**src/logic/ih_pwm_params.svh**
```systemverilog
// Constants for the induction heater pulse and protection block.
// Assumes a single 25 MHz system clock and synchronous comparator inputs.
// How it works
// RULE_01 - Hard lock forces safe pulse at once
// RULE_02 - Soft lock drives safe value rest of period
// RULE_03 - After soft lock, reload width from safe
// RULE_04 - Pan present when 1 to 3 pulses
// RULE_05 - Software declares pan removed on low current
// RULE_06 - Surge and overvoltage raise preempting interrupts
// RULE_07 - Pan counter clocked by sync comparator output; here its rising edges are sampled on clk_sys_in
// RULE_08 - Tick from oscillator divided by 4096
// RULE_09 - Beeper sounds 0.2 s per enable
// RULE_10 - Display blinks with 0.5 s period
// RULE_11 - Alarm after 2 s error or 30 tries
// RULE_12 - Fan on while heating or hot
// RULE_13 - Sensor check after three minutes heating
// RULE_14 - Display codes E1 to E6 in order
// RULE_15 - Surge falling edge triggers hard lock
// RULE_16 - Overvoltage comparator triggers soft lock
// RULE_17 - Lock flags latched until software clears
`ifndef IH_PWM_PARAMS_SVH
`define IH_PWM_PARAMS_SVH
`define TICK_PRESCALE 4096
`define TICK_MATCH_DEFAULT 16'h0262
`define PAN_WINDOW_PERIODS 8'h03
`define PAN_COUNT_MIN 8'h01
`define PAN_COUNT_MAX 8'h03
`define WIDTH_RESET 16'h0000
`endif

```
**src/logic/ih_pwm_pkg.sv**
```systemverilog
// Types shared by the pulse generator and its pan detector.
// Assumes the params header is on the include path.
package ih_pwm_pkg;
  typedef enum logic [1:0] {PAN_IDLE, PAN_DRIVE, PAN_COUNT, PAN_DONE} pan_state_e;
endpackage

```
**src/logic/pan_pulse_counter.sv**
```systemverilog
// Pan detector: one drive pulse, then counts sync comparator pulses.
// Assumes the sync comparator output is synchronous to clk_sys_in.
`timescale 1ns/1ps
`include "ih_pwm_params.svh"
module pan_pulse_counter
  import ih_pwm_pkg::*;
#(
  parameter int WIN_PERIODS = `PAN_WINDOW_PERIODS
) (
  // Clock and reset
  input wire logic clk_sys_in,
  input wire logic rst_in,
  // Control
  input wire logic start_in,
  input wire logic period_end_in,
  input wire logic sync_comparator_output_in,
  // Results
  output logic drive_req_out,
  output logic done_out,
  output logic pan_present_out,
  output logic [7:0] count_out
);
  pan_state_e state, next_state;
  logic [7:0] count, next_count;
  logic [7:0] periods, next_periods;
  logic sync_d, next_sync_d;
  logic present, next_present;
  logic done, next_done;

  // Rising edges of the sync comparator counted on clk_sys_in, no interrupt [RULE_07]
  always_comb begin
    next_state = state;
    next_count = count;
    next_periods = periods;
    next_sync_d = sync_comparator_output_in;
    next_present = present;
    next_done = 1'b0;
    unique case (state)
      PAN_IDLE: begin
        if (start_in) begin
          next_state = PAN_DRIVE;
          next_count = 8'h00;
          next_periods = 8'h00;
        end
      end
      PAN_DRIVE: begin
        if (period_end_in) begin
          next_state = PAN_COUNT;
        end
      end
      PAN_COUNT: begin
        if (sync_comparator_output_in && !sync_d && count != 8'hFF) begin
          next_count = count + 8'h01; // [RULE_07]
        end
        if (period_end_in) begin
          next_periods = periods + 8'h01;
          if (next_periods >= 8'(WIN_PERIODS)) begin
            next_state = PAN_DONE;
          end
        end
      end
      PAN_DONE: begin
        next_present = (count >= `PAN_COUNT_MIN) && (count <= `PAN_COUNT_MAX); // [RULE_04]
        next_done = 1'b1;
        next_state = PAN_IDLE;
      end
    endcase
  end

  // State registers
  always_ff @(posedge clk_sys_in) begin
    if (rst_in) begin
      state <= PAN_IDLE;
      count <= 8'h00;
      periods <= 8'h00;
      sync_d <= 1'b0;
      present <= 1'b0;
      done <= 1'b0;
    end else begin
      state <= next_state;
      count <= next_count;
      periods <= next_periods;
      sync_d <= next_sync_d;
      present <= next_present;
      done <= next_done;
    end
  end

  assign drive_req_out = (state == PAN_DRIVE);
  assign done_out = done;
  assign pan_present_out = present;
  assign count_out = count;
endmodule

```
**src/logic/induction_pwm_protection.sv**
```systemverilog
// Pulse generator for the heater transistor with hard and soft locks,
// tick timer and pan detector. Assumes comparator inputs are synchronous.
`timescale 1ns/1ps
`include "ih_pwm_params.svh"
module induction_pwm_protection
  import ih_pwm_pkg::*;
#(
  parameter int WIDTH = 16,
  parameter int TICK_DIV = `TICK_PRESCALE,
  parameter logic [15:0] TICK_MATCH = `TICK_MATCH_DEFAULT
) (
  // Clock and reset
  input wire logic clk_sys_in,
  input wire logic rst_in,
  // Comparators
  input wire logic sync_comparator_output_in,
  input wire logic surge_comparator_in,
  input wire logic overvolt_comparator_in,
  // Software control
  input wire logic [WIDTH-1:0] period_in,
  input wire logic [WIDTH-1:0] working_pulse_width_in,
  input wire logic width_load_in,
  input wire logic [WIDTH-1:0] safe_pulse_width_in,
  input wire logic pwm_enable_in,
  input wire logic hard_lock_clear_in,
  input wire logic soft_lock_clear_in,
  input wire logic pan_detect_start_in,
  // Outputs
  output logic pulse_out,
  output logic hard_lock_flag_out,
  output logic soft_lock_flag_out,
  output logic surge_irq_out,
  output logic overvolt_irq_out,
  output logic tick_out,
  output logic [WIDTH-1:0] working_pulse_width_out,
  output logic pan_done_out,
  output logic pan_present_out,
  output logic [7:0] pan_count_out
);
  logic [WIDTH-1:0] phase, next_phase;
  logic [WIDTH-1:0] width, next_width;
  logic pulse, next_pulse;
  logic hard_flag, next_hard_flag;
  logic soft_flag, next_soft_flag;
  logic soft_active, next_soft_active;
  logic reload_pend, next_reload_pend;
  logic surge_d, next_surge_d;
  logic ov_d, next_ov_d;
  logic surge_irq, next_surge_irq;
  logic ov_irq, next_ov_irq;
  logic [11:0] pre, next_pre;
  logic [15:0] tick_cnt, next_tick_cnt;
  logic tick, next_tick;
  logic period_end;
  logic hard_ev;
  logic soft_ev;
  logic drive_req;
  logic pan_done;
  logic pan_present;
  logic [7:0] pan_count;

  assign period_end = (phase >= period_in - WIDTH'(1));
  assign hard_ev = surge_d && !surge_comparator_in; // Falling edge [RULE_15]
  assign soft_ev = overvolt_comparator_in && !ov_d; // Rising edge [RULE_16]

  // Period counter, width reload and pulse output
  always_comb begin
    next_phase = period_end ? '0 : phase + WIDTH'(1);
    next_width = width;
    next_soft_active = soft_active;
    next_reload_pend = reload_pend;
    next_surge_d = surge_comparator_in;
    next_ov_d = overvolt_comparator_in;
    if (width_load_in) begin
      next_width = working_pulse_width_in;
    end
    if (soft_ev) begin
      next_soft_active = 1'b1; // [RULE_02]
      next_reload_pend = 1'b1;
    end
    if (period_end) begin
      next_soft_active = soft_ev;
      if (reload_pend || soft_ev) begin
        next_width = safe_pulse_width_in; // [RULE_03]
        next_reload_pend = 1'b0;
      end
    end
    // Pulse high from period start while phase below width
    next_pulse = (pwm_enable_in || drive_req) && (next_phase < next_width);
    if (hard_flag || hard_ev) begin
      next_pulse = 1'b0; // Safe value at once [RULE_01]
    end else if (next_soft_active) begin
      next_pulse = 1'b0; // [RULE_02]
    end
  end

  // Flags and interrupts, set beats clear
  always_comb begin
    next_hard_flag = hard_ev || (hard_flag && !hard_lock_clear_in); // [RULE_17]
    next_soft_flag = soft_ev || (soft_flag && !soft_lock_clear_in); // [RULE_17]
    next_surge_irq = hard_ev; // [RULE_06]
    next_ov_irq = soft_ev; // [RULE_06]
  end

  // Tick timer: prescale then match count [RULE_08]
  always_comb begin
    next_pre = pre + 12'h001;
    next_tick_cnt = tick_cnt;
    next_tick = 1'b0;
    if (pre == 12'(TICK_DIV - 1)) begin
      next_pre = 12'h000;
      if (tick_cnt >= TICK_MATCH - 16'h0001) begin
        next_tick_cnt = 16'h0000;
        next_tick = 1'b1;
      end else begin
        next_tick_cnt = tick_cnt + 16'h0001;
      end
    end
  end

  // Registers
  always_ff @(posedge clk_sys_in) begin
    if (rst_in) begin
      phase <= '0;
      width <= `WIDTH_RESET;
      pulse <= 1'b0;
      hard_flag <= 1'b0;
      soft_flag <= 1'b0;
      soft_active <= 1'b0;
      reload_pend <= 1'b0;
      surge_d <= 1'b1; // Idle level of the surge pin, so no edge is lost or faked
      ov_d <= 1'b0;
      surge_irq <= 1'b0;
      ov_irq <= 1'b0;
      pre <= 12'h000;
      tick_cnt <= 16'h0000;
      tick <= 1'b0;
    end else begin
      phase <= next_phase;
      width <= next_width;
      pulse <= next_pulse;
      hard_flag <= next_hard_flag;
      soft_flag <= next_soft_flag;
      soft_active <= next_soft_active;
      reload_pend <= next_reload_pend;
      surge_d <= next_surge_d;
      ov_d <= next_ov_d;
      surge_irq <= next_surge_irq;
      ov_irq <= next_ov_irq;
      pre <= next_pre;
      tick_cnt <= next_tick_cnt;
      tick <= next_tick;
    end
  end

  // Pan detector [RULE_04]
  pan_pulse_counter #(
    .WIN_PERIODS(`PAN_WINDOW_PERIODS)
  ) u_pan (
    .clk_sys_in(clk_sys_in),
    .rst_in(rst_in),
    .start_in(pan_detect_start_in),
    .period_end_in(period_end),
    .sync_comparator_output_in(sync_comparator_output_in),
    .drive_req_out(drive_req),
    .done_out(pan_done),
    .pan_present_out(pan_present),
    .count_out(pan_count)
  );

  // Output registers
  logic pan_done_q, pan_present_q;
  logic [7:0] pan_count_q;
  always_ff @(posedge clk_sys_in) begin
    if (rst_in) begin
      pan_done_q <= 1'b0;
      pan_present_q <= 1'b0;
      pan_count_q <= 8'h00;
    end else begin
      pan_done_q <= pan_done;
      pan_present_q <= pan_present;
      pan_count_q <= pan_count;
    end
  end

  assign pulse_out = pulse;
  assign hard_lock_flag_out = hard_flag;
  assign soft_lock_flag_out = soft_flag;
  assign surge_irq_out = surge_irq;
  assign overvolt_irq_out = ov_irq;
  assign tick_out = tick;
  assign working_pulse_width_out = width;
  assign pan_done_out = pan_done_q;
  assign pan_present_out = pan_present_q;
  assign pan_count_out = pan_count_q;
endmodule

```
**config.mk**
```make
export PLATFORM = sky130hd
export DESIGN_NAME = induction_pwm_protection
export DESIGN_NICKNAME = d
export VERILOG_FILES = /design/src/logic/ih_pwm_pkg.sv /design/src/logic/pan_pulse_counter.sv /design/src/logic/induction_pwm_protection.sv
export VERILOG_INCLUDE_DIRS = /design/src /design/src/logic
export SDC_FILE = /design/constraint.sdc
export NUM_CORES = 1
export LEC_CHECK = 0
export BUFFER_PORTS_ARGS = -buffer_cell sky130_fd_sc_hd__buf_4
export CAP_MARGIN = 25
export CELL_PAD_IN_SITES_DETAIL_PLACEMENT = 0
export CELL_PAD_IN_SITES_GLOBAL_PLACEMENT = 1
export CORE_AREA = 8 8 116 118
export CTS_BUF_LIST = sky130_fd_sc_hd__clkbuf_2 sky130_fd_sc_hd__clkbuf_4 sky130_fd_sc_hd__clkbuf_8
export DETAILED_ROUTE_END_ITERATION = 8
export DIE_AREA = 0 0 124 126
export PLACE_DENSITY_LB_ADDON = 0.1
export SYNTH_ARGS = -nofsm -noshare
export SYNTH_HDL_FRONTEND = slang
export SYNTH_SLANG_ARGS = --single-unit
export TNS_END_PERCENT = 50
```
**constraint.sdc**
```tcl
create_clock -name clk_sys_in -period 18.3 [get_ports clk_sys_in]
set_clock_uncertainty 0.2 [all_clocks]
set_input_delay 3.66 -clock clk_sys_in [delete_from_list [all_inputs] [get_ports clk_sys_in]]
set_output_delay 3.66 -clock clk_sys_in [all_outputs]
set_load 0.05 [all_outputs]
```
# Yosys cells after proc, flatten, opt, wreduce, memory -nomap -nowiden
# Index checks and enable logic that the tools add are counted.
# totals
elab_cells,94
in_bits,58
regBits,101
# op_classes
reduce_logical,26
muxes,22
n_eq_ne,10
magnitude_cmp,6
bitwise,1
addsub,6
# ops
op,count
$mux W16,5
$add A16 B1 Y16 const B,2
$pmux W8 S2,2
$mux W8,3
$add A8 B1 Y8 const B,2
$ge A16 B10 Y1 const B,1
$ge A16 B16 Y1,1
$lt A16 B16 Y1,1
$sub A16 B1 Y16 const B,1
$add A12 B1 Y12 const B,1
$eq A12 B12 Y1 const B,1
$ge A8 B1 Y1 const B,1
$ge A8 B2 Y1 const B,1
$le A8 B2 Y1 const B,1
$logic_and A1 B1 Y1,8
$mux W2,4
$ne A8 B8 Y1 const B,1
$pmux W2 S4,1
$mux W1,7
$ne A2 B2 Y1 const B,3
$reduce_and A3 Y1,2
$logic_not A1 Y1,5
$logic_or A1 B1 Y1,5
$eq A2 B2 Y1 const B,2
8 further kinds,10

# Logic depth before layout (Yosys ltp)
# Gate-level depths: netlist of run 1.
# depth
depth_word,7
depth_mapped,23

# Modules after synthesis
# Synthesis of run 1 repeated with hierarchy kept, for this count alone.
# unflattened
cells_unflattened,614
area_unflattened_um2,5557.8
# by_module_without_submodules
module,area_per_inst_um2,n_inst,cells_each,seq_area_each_um2
induction_pwm_protection,4314.1,1,465,1601.5
pan_pulse_counter,1243.7,1,149,420.4

# Worst setup path after synthesis of run 1
# OpenSTA, ideal clock, no wires.
# synth_timing
path_type,input port to flip-flop
from,input period_in[0]
to,register pulse (netlist: pulse_out)
cell_stages,23
slack_ns,9.935
setup_ns,0.124
n_path_buf,2
arrival_ns,8.041
required_ns,17.976
path_cell_list,inv_1 -> ha_1 -> nand2b_1 -> or3_1 -> nor3_1 -> nand2_1 -> nor4_1 -> xnor2_1 -> ha_1 -> nand4_1 -> nor3_2 -> or4b_4 -> a31oi_1 -> buf_2 -> buf_4 -> mux2i_1 -> ha_1 -> nand4_1 -> or2_2 -> or3_1 -> nand3_1 -> a2111o_1 -> a31oi_1
# synth_between
elab_chain_cells,5
# synth_rtl
item,line_no,rtl
"start, declared",induction_pwm_protection.sv:20,"input wire logic [WIDTH-1:0] period_in,"
$sub A16 B1 Y16 *,induction_pwm_protection.sv:62,assign period_end = (phase >= period_in - WIDTH'(1));
$ge A16 B16 Y1 *,induction_pwm_protection.sv:62,
"$mux W16, on equally long branches","induction_pwm_protection.sv:68, induction_pwm_protection.sv:81",
$lt A16 B16 Y1,induction_pwm_protection.sv:89,next_pulse = (pwm_enable_in || drive_req) && (next_phase < next_width);
$logic_and A1 B1 Y1,induction_pwm_protection.sv:89,
"end signal, assigned",induction_pwm_protection.sv:141,pulse <= next_pulse;
"end, declared",induction_pwm_protection.sv:42,"logic pulse, next_pulse;"
# Mark *: on every way between the ends. The rest lies on a longest branch, timed or not.
# A chain may end at the register's enable or synchronous reset.

# Final worst setup path of run 1
# layout_timing
from,input period_in[0]
to,register pulse (netlist: pulse_out)
# layout_between
elab_chain_cells,5
# layout_rtl
item,line_no,rtl
$sub A16 B1 Y16,induction_pwm_protection.sv:62,
$ge A16 B16 Y1,induction_pwm_protection.sv:62,
$mux W16,induction_pwm_protection.sv:68,next_phase = period_end ? '0 : phase + WIDTH'(1);
via next_phase[15],induction_pwm_protection.sv:40,"logic [WIDTH-1:0] phase, next_phase;"
$lt A16 B16 Y1,induction_pwm_protection.sv:89,
$logic_and A1 B1 Y1,induction_pwm_protection.sv:89,
# The timed path passes the listed nets, and every way through them passes these cells.

==> results of run 1 <==
cells in the final DEF (no fill, tap or decap), types with 9 or more instances in the layout:
cell,synthesis,layout
xor2_1,27,27
dfxtp_1,101,101
nand2_1,34,34
a21o_1,9,9
nand4_1,18,18
mux2i_1,18,18
nor3_1,11,11
ha_1,47,47
clkbuf_8,0,9
nand2b_1,9,9
a21oi_1,23,23
buf_4,1,90
nor2b_1,15,15
inv_1,20,20
mux2_2,15,15
xnor2_1,23,23
a31oi_1,10,9
nand3_1,21,21
o21ai_0,10,10
nor2_1,109,109
worst min-delay path by stage:
stage               from               end  slack (ns)  cells after the start
CTS                 ov_d  overvolt_irq_out        0.24                      1
global route        ov_d  overvolt_irq_out        0.28                      1
finish              ov_d  overvolt_irq_out        0.23                      1
floorplan           ov_d  overvolt_irq_out        0.20                      1
global placement    ov_d  overvolt_irq_out        0.22                      1
detailed placement  ov_d  overvolt_irq_out        0.23                      1
through the flow:
| step | utilization | hold WS (ns) | total power (uW) |
|---|---|---|---|
| floorplan | - | 0.204 | 295 |
| global placement | 0.523 | 0.215 | 325 |
| detailed placement | 0.523 | 0.226 | 326 |
| CTS | 0.540 | 0.241 | 468 |
| global route | 0.540 | 0.276 | 485 |
| finish | 0.540 | 0.234 | 460 |
registers in the layout (all words and copies together), names as in the netlist, 2 cells and up:
signal / flops
pre: 12
phase: 16
tick_cnt: 16
u_pan.state: 2
u_pan.periods: 8
working_pulse_width_out: 16
u_pan.count_out: 8
pan_count_out: 8
report_power, final:
part / total (uW) / internal (uW) / leakage (uW) / switching (uW)
logic: 88.4 / 34.9 / 0.00173 / 53.5
clock network: 140 / 64.5 / 0.0000999 / 75.5
registers: 231 / 227 / 0.000821 / 4.88
worst max-delay path: cells and delay by family:
family,cells,cell delay (ns)
simple gates,14,3.71
fa+ha+maj,3,0.82
buf+inv,2,0.18
compound gates,2,0.14
xor+xnor,1,0.11
metal layers:
layer / part of all wire / vias to the layer above
met1: 0.44 / 2063
met4: 0.016 / 0
li1: - / 2296
met3: 0.043 / 13
met5: 0 / -
met2: 0.50 / 63
cells in the mapped netlist, types with 5 or more instances:
master / count / area, um^2
and3_1: 7 / 43.8
dfxtp_1: 101 / 2020
a21o_1: 9 / 67.6
a31oi_1: 10 / 62.6
xor2_1: 27 / 236
nand4_1: 18 / 113
o21ai_0: 10 / 50.1
clkbuf_1: 18 / 67.6
mux2i_1: 18 / 180
or2_2: 5 / 31.3
mux2_2: 15 / 169
xnor2_1: 23 / 201
or3_1: 5 / 31.3
or4_1: 5 / 37.5
ha_1: 47 / 588
nor2b_1: 15 / 93.8
nor2_1: 109 / 409
inv_1: 20 / 75.1
a21oi_1: 23 / 115
nand3_1: 21 / 105
nor3_1: 11 / 55.1
nor4_1: 7 / 43.8
nand2_1: 34 / 128
nand2b_1: 9 / 56.3
area by class of cell:
cell class / count / share of cell area
well taps: 147 / 0.0291
flip-flops and latches: 101 / 0.320
repair buffers: 90 / 0.107
inverters: 20 / 0.0119
clock buffers: 10 / 0.0208
clock inverters: 6 / 0.00970
multi-input cells: 468 / 0.502
cells by family (layout without fill, tap and decap cells):
| group | count (synthesis) | after routing | share of synthesized area |
|---|---|---|---|
| simple gates | 259 | 259 | 0.235 |
| flops | 101 | 101 | 0.377 |
| compound gates | 79 | 79 | 0.0987 |
| xor+xnor | 50 | 50 | 0.0817 |
| fa+ha+maj | 47 | 47 | 0.110 |
| buf+inv | 43 | 126 | 0.0329 |
| mux | 33 | 33 | 0.0651 |
==> results.md, run 1 <==
* Mean Syn Cell Area at 8.76 um^2
* Die height at 126 um
* Synthesized area at 0.00536 mm^2
* DPL Wire Length at 9760 um
* Final cell count without fillers at 842
* Cts-stage hold buffer count at 0
* Vias at 4435
* FF+latch area at 0.00202 mm^2
* Worst setup path endpoint: pulse_out
* Placed Cells at 826
* Starting Density at 0.458
* Most frequent CP cell: ha_1
* GRT busiest layer: met2
* Slowest cell on the critical path: nand3_1
* Avg WL per Cell at 15.2 um
* M1 GR Usage at 0.190
* R2R Path Start: phase[0]
* R2r setup slk at 14.07 ns
* Crit-path max cell delay at 0.65 ns
* Synth unique cells at 51
* Final wirelength at 12800 um
* M3 GR Usage at 0.0505
* Core Area at 0.0117 mm^2
* CP Class: in -> reg
* Fmax at 117 MHz
* Count of nets after finishing at 795
* Drt pass-1 iters at 4
* Initial antenna violation count at 0
* Post-DRT Antenna Nets at 0
* Area taken by multi-input logic gates at 0.00317 mm^2
* Yosys reg bits at 101
* Critical path launch point type: primary input
* Final weighted congestion in routability-driven placement at 0.812
* Slew Limit Fails at 0
* Syn_nets at 717
* First-pass GRT wire length at 21400 um
* # rows at 40
* Share of layout cells above drive strength 1 at 0.188
* Width of the die at 124 um
* Synth Warn # at 0
* Pin count of the biggest net entering global routing at 57
* Status: complete, no violations
* Period utilization at 0.468
* FFs w/ async S/R, synth at 0
* Max cap viols at 0
* Io pins at 90
* Post-CTS sizing at 0
* Worst r2r dst: pulse_out
* Num CTS Buffers at 9
* Post-synth EDFFs at 0
* Drc violations at 0
* Critical-path cell list: buf_4 > inv_1 > ha_1 > nand2b_1 > or3_1 > nor3_1 > nand2_1 > nor4_1 > xnor2_1 > ha_1 > nand4_1 > nor3_2 > or4b_4 > nand3_1 > nor2_1 > ha_1 > nand4_1 > or2_2 > or3_1 > nand3_1 > a2111o_1 > a31oi_1
* Worst vdd ir at 0.0000650 V
* CTS tree: yes
* Worst Hold Class: reg -> reg
* Dpl ws at 9.34 ns
* Setup_tns at 0 ns
* # setup viols final at 0
* Clock transition at the registers of the reported paths at 0.09 ns
* FF-to-FF path depth at 14
* Register area share after synthesis at 0.377
* Filler Cell Count at 1090
* Fin. Hold Viols at 0
* CP Launch Point: period_in[0]
* Post-CTS Setup Bufs at 0
* Layout area overhead at 17.9%
* N_diodes at 0
* Area after DPL at 0.00613 mm^2
* GRT Total Usage at 0.169
* RSZ-0062 raised after global routing: no
* Root cell of the clock tree: clkbuf_8
* Global Route met2 Usage at 0.298
* Setup slack after layout at 9.74 ns
* Via density at 5.27
* Mapped Cells at 612
* Number of global-route vias before repair at 4530
* Finished Cell Area at 0.00632 mm^2
* CTS sink count at 101
* Synth Flop Type: dfxtp_1
* Remaining global-route overflow at 0
* Die Area at 0.0156 mm^2
* Latest clock arrival within the worst-skew pair at 0.37 ns
* Ratio of total power to cell area at 72.8 mW/mm^2
* Slew @ Worst Pin at 0.929 ns
* Fin crit period at 8.56 ns
* First DRT Iteration DRCs at 213
* Slew HR at 0.363
* Port bufs at 89
* Critical path peak fanout at 22
* H-tree depth at 3
* Static leakage at 0.00265 uW
* Critical Path AT at 8.62 ns
* Worst EP required at 18.36 ns
* Crit. End Element: register
* Max clock buf depth at 2
No activity file was read; power rests on OpenSTA's default activity.
==> run 2: changes to the inputs <==
CORE_AREA = 8 8 125 127   (was 8 8 116 118)
DIE_AREA = 0 0 133 135   (was 0 0 124 126)
clock period = 7.3 ns   (was 18.3 ns; I/O delays follow)
==> run 2 against run 1 <==
Compared with the run above: clock-buffer cell count fell by 1; first-iteration DRC count is 33% higher; non-clock buffer count rose by 2; critical path depth increased by 1; die area up 15%; critical endpoint unchanged.
==> results.md, run 2 (same netlist as run 1, synthesis figures left out) <==
* Fin. Hold Viols at 0 (unchanged)
* Critical-path cell list: buf_4 > inv_1 > ha_1 > nand2b_1 > or3_1 > nor3_1 > nand2_1 > nor4_1 > xnor2_1 > ha_1 > nand4_1 > nor3_2 > or4b_4 > a31oi_2 > buf_4 > mux2i_1 > ha_1 > a21o_1 > a21o_1 > a21oi_1 > o22ai_1 > a2111o_1 > a31oi_1
* Worst Hold Class: reg -> reg
* Avg WL per Cell at 14.9 um (-1.7%)
* Slowest cell on the critical path: or4b_4
* Setup_tns at 0 ns (unchanged)
* First-pass GRT wire length at 21800 um (+2.0%)
* Critical path launch point type: primary input
* Post-DRT Antenna Nets at 0 (unchanged)
* Filler Cell Count at 1335 (+22%)
* Switching part of the total at 0.303 (+0.0114)
* Final weighted congestion in routability-driven placement at 0.809 (-0.48%)
* Starting Density at 0.394 (-0.0639)
* Worst r2r dst: pulse_out
* Vias at 4434 (-0.023%)
* Tot Pwr at 1170 uW (+150%)
* Layout area overhead at 19.0%
* Final Util at 0.469 (-0.0709)
* CP Class: in -> reg
* Fmax at 158 MHz
* N_diodes at 0 (unchanged)
* Clock transition at the registers of the reported paths at 0.10 ns (about the same)
* Pin count of the biggest net entering global routing at 57 (unchanged)
* Drt pass-1 iters at 5 (+1)
* R2R Path Start: phase[0]
* DPL Wire Length at 10100 um (+3.5%)
* Max clock buf depth at 2 (unchanged)
* Crit. End Element: register
* Clock power frac at 0.309 (+0.005)
* Sequential share of power at 0.498 (-0.005)
* Post-CTS Setup Bufs at 0 (unchanged)
* Latest clock arrival within the worst-skew pair at 0.38 ns (about the same)
* Internal power at 815 uW (+150%)
* CTS tree: yes
* # setup viols final at 0 (unchanged)
* Min Hold Slack at 0.239 ns (+0.00435 ns)
* Cts-stage hold buffer count at 0 (unchanged)
* Num CTS Buffers at 9 (unchanged)
* Slew HR at 0.320 (-0.0431)
* Root cell of the clock tree: clkbuf_8
* # rows at 43 (+7.5%)
* CTS sink count at 101 (unchanged)
* Worst EP required at 7.40 ns (-10.96 ns)
* Crit-path max cell delay at 0.52 ns (-0.13 ns)
* Status: complete, no violations
* Most frequent cells in the layout: nor2_1, dfxtp_1, buf_4
* Hold EP: overvolt_irq_out
* First DRT Iteration DRCs at 284 (+33%)
* Port bufs at 89 (unchanged)
* Critical path peak fanout at 18 (-18%)
* Slew Limit Fails at 0 (unchanged)
* Period utilization at 0.866
* Via density at 5.06 (-4.0%)
* Critical Path AT at 6.42 ns (-2.20 ns)
* Initial antenna violation count at 0 (unchanged)
* Die height at 135 um (+7.1%)
* Static leakage at 0.00265 uW (+0.27%)
* Core Area at 0.0136 mm^2 (+16%)
* Count of nets after finishing at 797 (+0.25%)
* Comb pwr share at 0.193 (about the same)
* Ratio of total power to cell area at 183 mW/mm^2 (+150%)
* Fin crit period at 6.32 ns
* H-tree depth at 3 (unchanged)
* Io pins at 90 (unchanged)
* GRT Total Usage at 0.149 (-0.0206)
* RSZ-0062 raised after global routing: no
* Hold_sp: ov_d
* Share of layout cells above drive strength 1 at 0.191 (+0.00233)
* Slew @ Worst Pin at 0.995 ns (+0.0655 ns)
* Most frequent CP cell: ha_1
* Most common cell after layout, fill and taps aside: nor2_1
* Width of the die at 133 um (+7.3%)
* Post-CTS sizing at 0 (unchanged)
* Sw Pwr at 354 uW (+160%)
* Die Area at 0.0180 mm^2 (+15%)
* Worst vdd ir at 0.000147 V (+130%)
* Hold Path Cell Cnt at 1 (unchanged)
* Remaining global-route overflow at 0 (unchanged)
* Drc violations at 0 (unchanged)
* Number of global-route vias before repair at 4457 (-1.6%)
* R2r setup slk at 2.87 ns (-11.20 ns)
* Max cap viols at 0 (unchanged)
* Final wirelength at 13100 um (+2.4%)
* FF-to-FF path depth at 15 (+1)
## run 2: final cells by class
class,count,area [um^2],area share
Clock buffer,9,124,0.0194
Sequential cell,101,2020,0.317
Tap cell,180,225,0.0353
Multi-Input combinational cell,468,3170,0.497
Clock inverter,7,72.6,0.0114
Timing Repair Buffer,92,691,0.108
Inverter,20,75.1,0.0118
## run 2: worst max-delay path by stage
stage	to	slack [ns]	start	cells past startpoint
floorplan	pulse_out	1.14	period_in[0]	23
global placement	pulse_out	0.77	period_in[0]	23
detailed placement	pulse_out	0.60	period_in[0]	23
CTS	pulse_out	0.99	period_in[0]	23
global route	pulse_out	0.75	period_in[0]	23
finish	pulse_out	0.98	period_in[0]	23
## run 2: power groups by stage
stage / sequential, uW / clock [uW] / combinational (uW)
after floorplan: 616 / 0 / 124
after global placement: 594 / 0 / 227
after detailed placement: 595 / 0 / 226
after CTS: 582 / 378 / 228
after global routing: 585 / 399 / 251
final: 582 / 362 / 225
## run 2: metrics by stage
stage          instance area [um^2]  instances  setup slack, ns
3_3_place_gp                   6180        861            0.769
2_1_floorplan                  5360        612             1.14
6_report                       6380        877            0.980
3_5_place_dp                   6180        861            0.595
4_1_cts                        6380        877            0.988
5_1_grt                        6380        877            0.745
## run 2: routing by layer
| layer | up-vias | global-route usage | part of all wire |
|---|---|---|---|
| met2 | 97 | 0.234 | 0.45 |
| li1 | 2298 | - | - |
| met5 | - | 0 | 0 |
| met1 | 2033 | 0.192 | 0.49 |
| met4 | 0 | 0.0429 | 0.0047 |
| met3 | 6 | 0.0453 | 0.053 |
## run 2: critical path, delay by kind of cell
kind	cells	cell delay (ns)
compound gates	7	1.22
xor+xnor	1	0.11
fa+ha+maj	3	0.78
buf+inv	3	0.49
mux	1	0.30
simple gates	8	2.04
==> run 3: changes to the inputs <==
CORE_AREA = 8 8 127 129   (was 8 8 125 127)
DIE_AREA = 0 0 135 137   (was 0 0 133 135)
PLACE_DENSITY = 0.82   (was unset)
PLACE_DENSITY_LB_ADDON = unset   (was 0.1)
SLEW_MARGIN = 20   (was unset)
SYNTH_HIERARCHICAL = 1   (was unset)
==> run 3 against run 2 <==
Compared with the run above: non-clock buffer count is the same; largest cell class unchanged; wire length fell by 4.8%; final cell count up 1.5%; setup slack better by 0.42 ns; highest routed layer unchanged; hold slack gained 0.0027 ns.
==> results.md, run 3 <==
* Via density at 5.06 (about the same)
* Final wirelength at 12400 um (-4.8%)
* Post-CTS sizing at 0 (unchanged)
* CP Class: in -> reg
* Crit. End Element: register
* CP bufs+invs at 2 (-1)
* GRT Total Usage at 0.137 (-0.0119)
* Synth Warn # at 6 (+6)
* Slowest cell on the critical path: buf_4
* FFs w/ async S/R, synth at 0 (unchanged)
* Worst Hold Class: reg -> reg
* Number of global-route vias before repair at 4503 (+1.0%)
* Max clock buf depth at 2 (unchanged)
* FF-to-FF path depth at 15 (unchanged)
* Critical path peak fanout at 17 (-1)
* Critical path launch point type: primary input
* Io pins at 90 (unchanged)
* CTS tree: yes
* Fin crit period at 5.91 ns (-0.415 ns)
* Count of nets after finishing at 806 (+1.1%)
* Initial antenna violation count at 0 (unchanged)
* Levels on crit path at 21 (-8.7%)
* Synth Flop Type: dfxtp_1
* Ratio of total power to cell area at 181 mW/mm^2 (-1.5%)
* RSZ-0062 raised after global routing: no
* Critical Path AT at 6.02 ns (-0.40 ns)
* Worst EP required at 7.41 ns (about the same)
* Pin count of the biggest net entering global routing at 58 (+1.8%)
* Synthesized area at 0.00556 mm^2 (+3.7%)
* Slew Limit Fails at 0 (unchanged)
* Drc violations at 0 (unchanged)
* Post-CTS Setup Bufs at 0 (unchanged)
* # rows at 44 (+2.3%)
* Clock transition at the registers of the reported paths at 0.10 ns (about the same)
* Fmax at 169 MHz (+7.0%)
* Most frequent CP cell: nor3_1
* Port bufs at 89 (unchanged)
* Post-synth EDFFs at 0 (unchanged)
* Synth unique cells at 59 (+16%)
* Share of layout cells above drive strength 1 at 0.222 (+0.0316)
* Mean Syn Cell Area at 9.05 um^2 (+3.3%)
* Met1 WL at 5630 um (-12%)
* Width of the die at 135 um (+1.5%)
* Yosys reg bits at 101 (unchanged)
* Starting Density at 0.391 (-0.00258)
* Post-DRT Antenna Nets at 0 (unchanged)
* # setup viols final at 0 (unchanged)
* Max cap viols at 0 (unchanged)
* Drt pass-1 iters at 6 (+1)
* Setup_tns at 0 ns (unchanged)
* Mapped Cells at 614 (+0.33%)
* Crit-path max cell delay at 0.35 ns (-0.17 ns)
* Critical-path cell list: buf_4 > nor3_1 > nand3_1 > nor3_1 > nand2_1 > nor3_1 > xnor2_1 > ha_1 > nand4_1 > nor3_1 > a32oi_2 > a31oi_2 > buf_4 > mux2i_2 > ha_1 > a21o_1 > a21o_1 > a21o_1 > a221oi_1 > nand4_1 > a31oi_1
* DPL Wire Length at 9670 um (-4.3%)
* Top-count cell post-synth: dfxtp_1
* H-tree depth at 3 (unchanged)
* Remaining global-route overflow at 0 (unchanged)
* Synth top cells by count: dfxtp_1, nor2_1, ha_1
* CP Launch Point: period_in[3]
* Ranking of synthesized cells by area: dfxtp_1, ha_1, nor2_1
* Min Hold Slack at 0.241 ns (+0.00275 ns)
* Final weighted congestion in routability-driven placement at 0.819 (+1.3%)
* Static leakage at 0.00277 uW (+4.3%)
* R2R Path Start: phase[0]
* First DRT Iteration DRCs at 206 (-27%)
* Fin. Hold Viols at 0 (unchanged)
* Slew @ Worst Pin at 0.652 ns (-0.343 ns)
* Most common cell after layout, fill and taps aside: dfxtp_1
* Die height at 137 um (+1.5%)
* Most frequent cells in the layout: dfxtp_1, nor2_1, buf_4
* R2r setup slk at 3.34 ns (+0.47 ns)
* Period utilization at 0.809 (-0.0569)
* Syn_nets at 719 (+0.28%)
* Worst vdd ir at 0.0000754 V (-49%)
* Core Area at 0.0142 mm^2 (+4.3%)
* Area leader, netlist: dfxtp_1
* Highest routed layer: met4
* Layout area overhead at 18.4%
* Register area share after synthesis at 0.364 (-0.0133)
* Top cell type's share of synthesized area at 0.364 (-0.0133)
* Worst r2r dst: pulse_out
* Metal3 WL at 614 um (-12%)
* Vias at 4500 (+1.5%)
* Status: complete, no violations
* CP delay by family, top: simple AND/OR/NAND/NOR gates
* Root cell of the clock tree: clkbuf_8
* First-pass GRT wire length at 20700 um (-5.2%)
* Die Area at 0.0185 mm^2 (+3.0%)
* Slew HR at 0.566 (+0.246)
* Met2 wire len at 6000 um (+1.0%)
* Latest clock arrival within the worst-skew pair at 0.37 ns (about the same)
* Avg WL per Cell at 14.0 um (-6.2%)
* Worst setup path endpoint: pulse_out
* Cts-stage hold buffer count at 0 (unchanged)
* Num CTS Buffers at 9 (unchanged)
* N_diodes at 0 (unchanged)
* CTS sink count at 101 (unchanged)
==> run 3: changes by cell type after synthesis, moves of 5 or more <==
| cell | delta |
|---|---|
| a21oi_1 | +7 |
| clkbuf_1 | -9 |
| mux2i_1 | -8 |
| mux2i_2 | +8 |
| nand4_1 | +5 |
| nor2_1 | -10 |
| nor2_4 | +10 |
==> run 3: area by class of cell <==
cell class	count	area, um^2
Sequential cell	101	2020
Fill cell	1373	7620
Clock inverter	7	72.6
Clock buffer	9	124
Tap cell	184	230
Timing Repair Buffer	92	698
Inverter	19	71.3
Multi-Input combinational cell	478	3360
==> run 3: metal layers <==
layer  up-vias  global-route usage
met5         -                   0
met4         0              0.0543
met3        14              0.0312
met2        80               0.237
met1      2096               0.161
li1       2310                   -
==> run 3: logic make-up (layout without fill, tap and decap cells) <==
| family | after synthesis | after routing | synth area share |
|---|---|---|---|
| mux | 35 | 35 | 0.0723 |
| buf+inv | 35 | 127 | 0.0320 |
| xor+xnor | 50 | 50 | 0.0788 |
| compound gates | 77 | 77 | 0.0876 |
| flops | 101 | 101 | 0.364 |
| simple gates | 269 | 269 | 0.260 |
| fa+ha+maj | 47 | 47 | 0.106 |
==> run 3: worst min path at each step <==
stage	from	to	slack (ns)	cells past startpoint
after floorplan	ov_d	overvolt_irq_out	0.20	1
after global routing	u_pan/done_out	pan_done_out	0.28	1
final	ov_d	overvolt_irq_out	0.24	1
after detailed placement	ov_d	overvolt_irq_out	0.23	1
after CTS	ov_d	overvolt_irq_out	0.25	1
after global placement	ov_d	overvolt_irq_out	0.22	1
==> run 3: per-stage QoR <==
step | utilization | setup slack [ns] | cells | total power (uW) | cell area (um^2)
CTS | 0.463 | 1.44 | 889 | 1210 | 6580
detailed placement | 0.449 | 1.05 | 873 | 842 | 6380
global placement | 0.448 | 1.26 | 872 | 832 | 6360
finish | 0.463 | 1.39 | 890 | 1190 | 6580
global route | 0.463 | 0.935 | 890 | 1260 | 6580
floorplan | - | 1.68 | 614 | 761 | 5560
==> run 3: where the power goes <==
| group | internal [uW] | switching [uW] | total, uW |
|---|---|---|---|
| Clock | 160 | 202 | 362 |
| Sequential | 568 | 14.3 | 583 |
| Combinational | 104 | 140 | 244 |
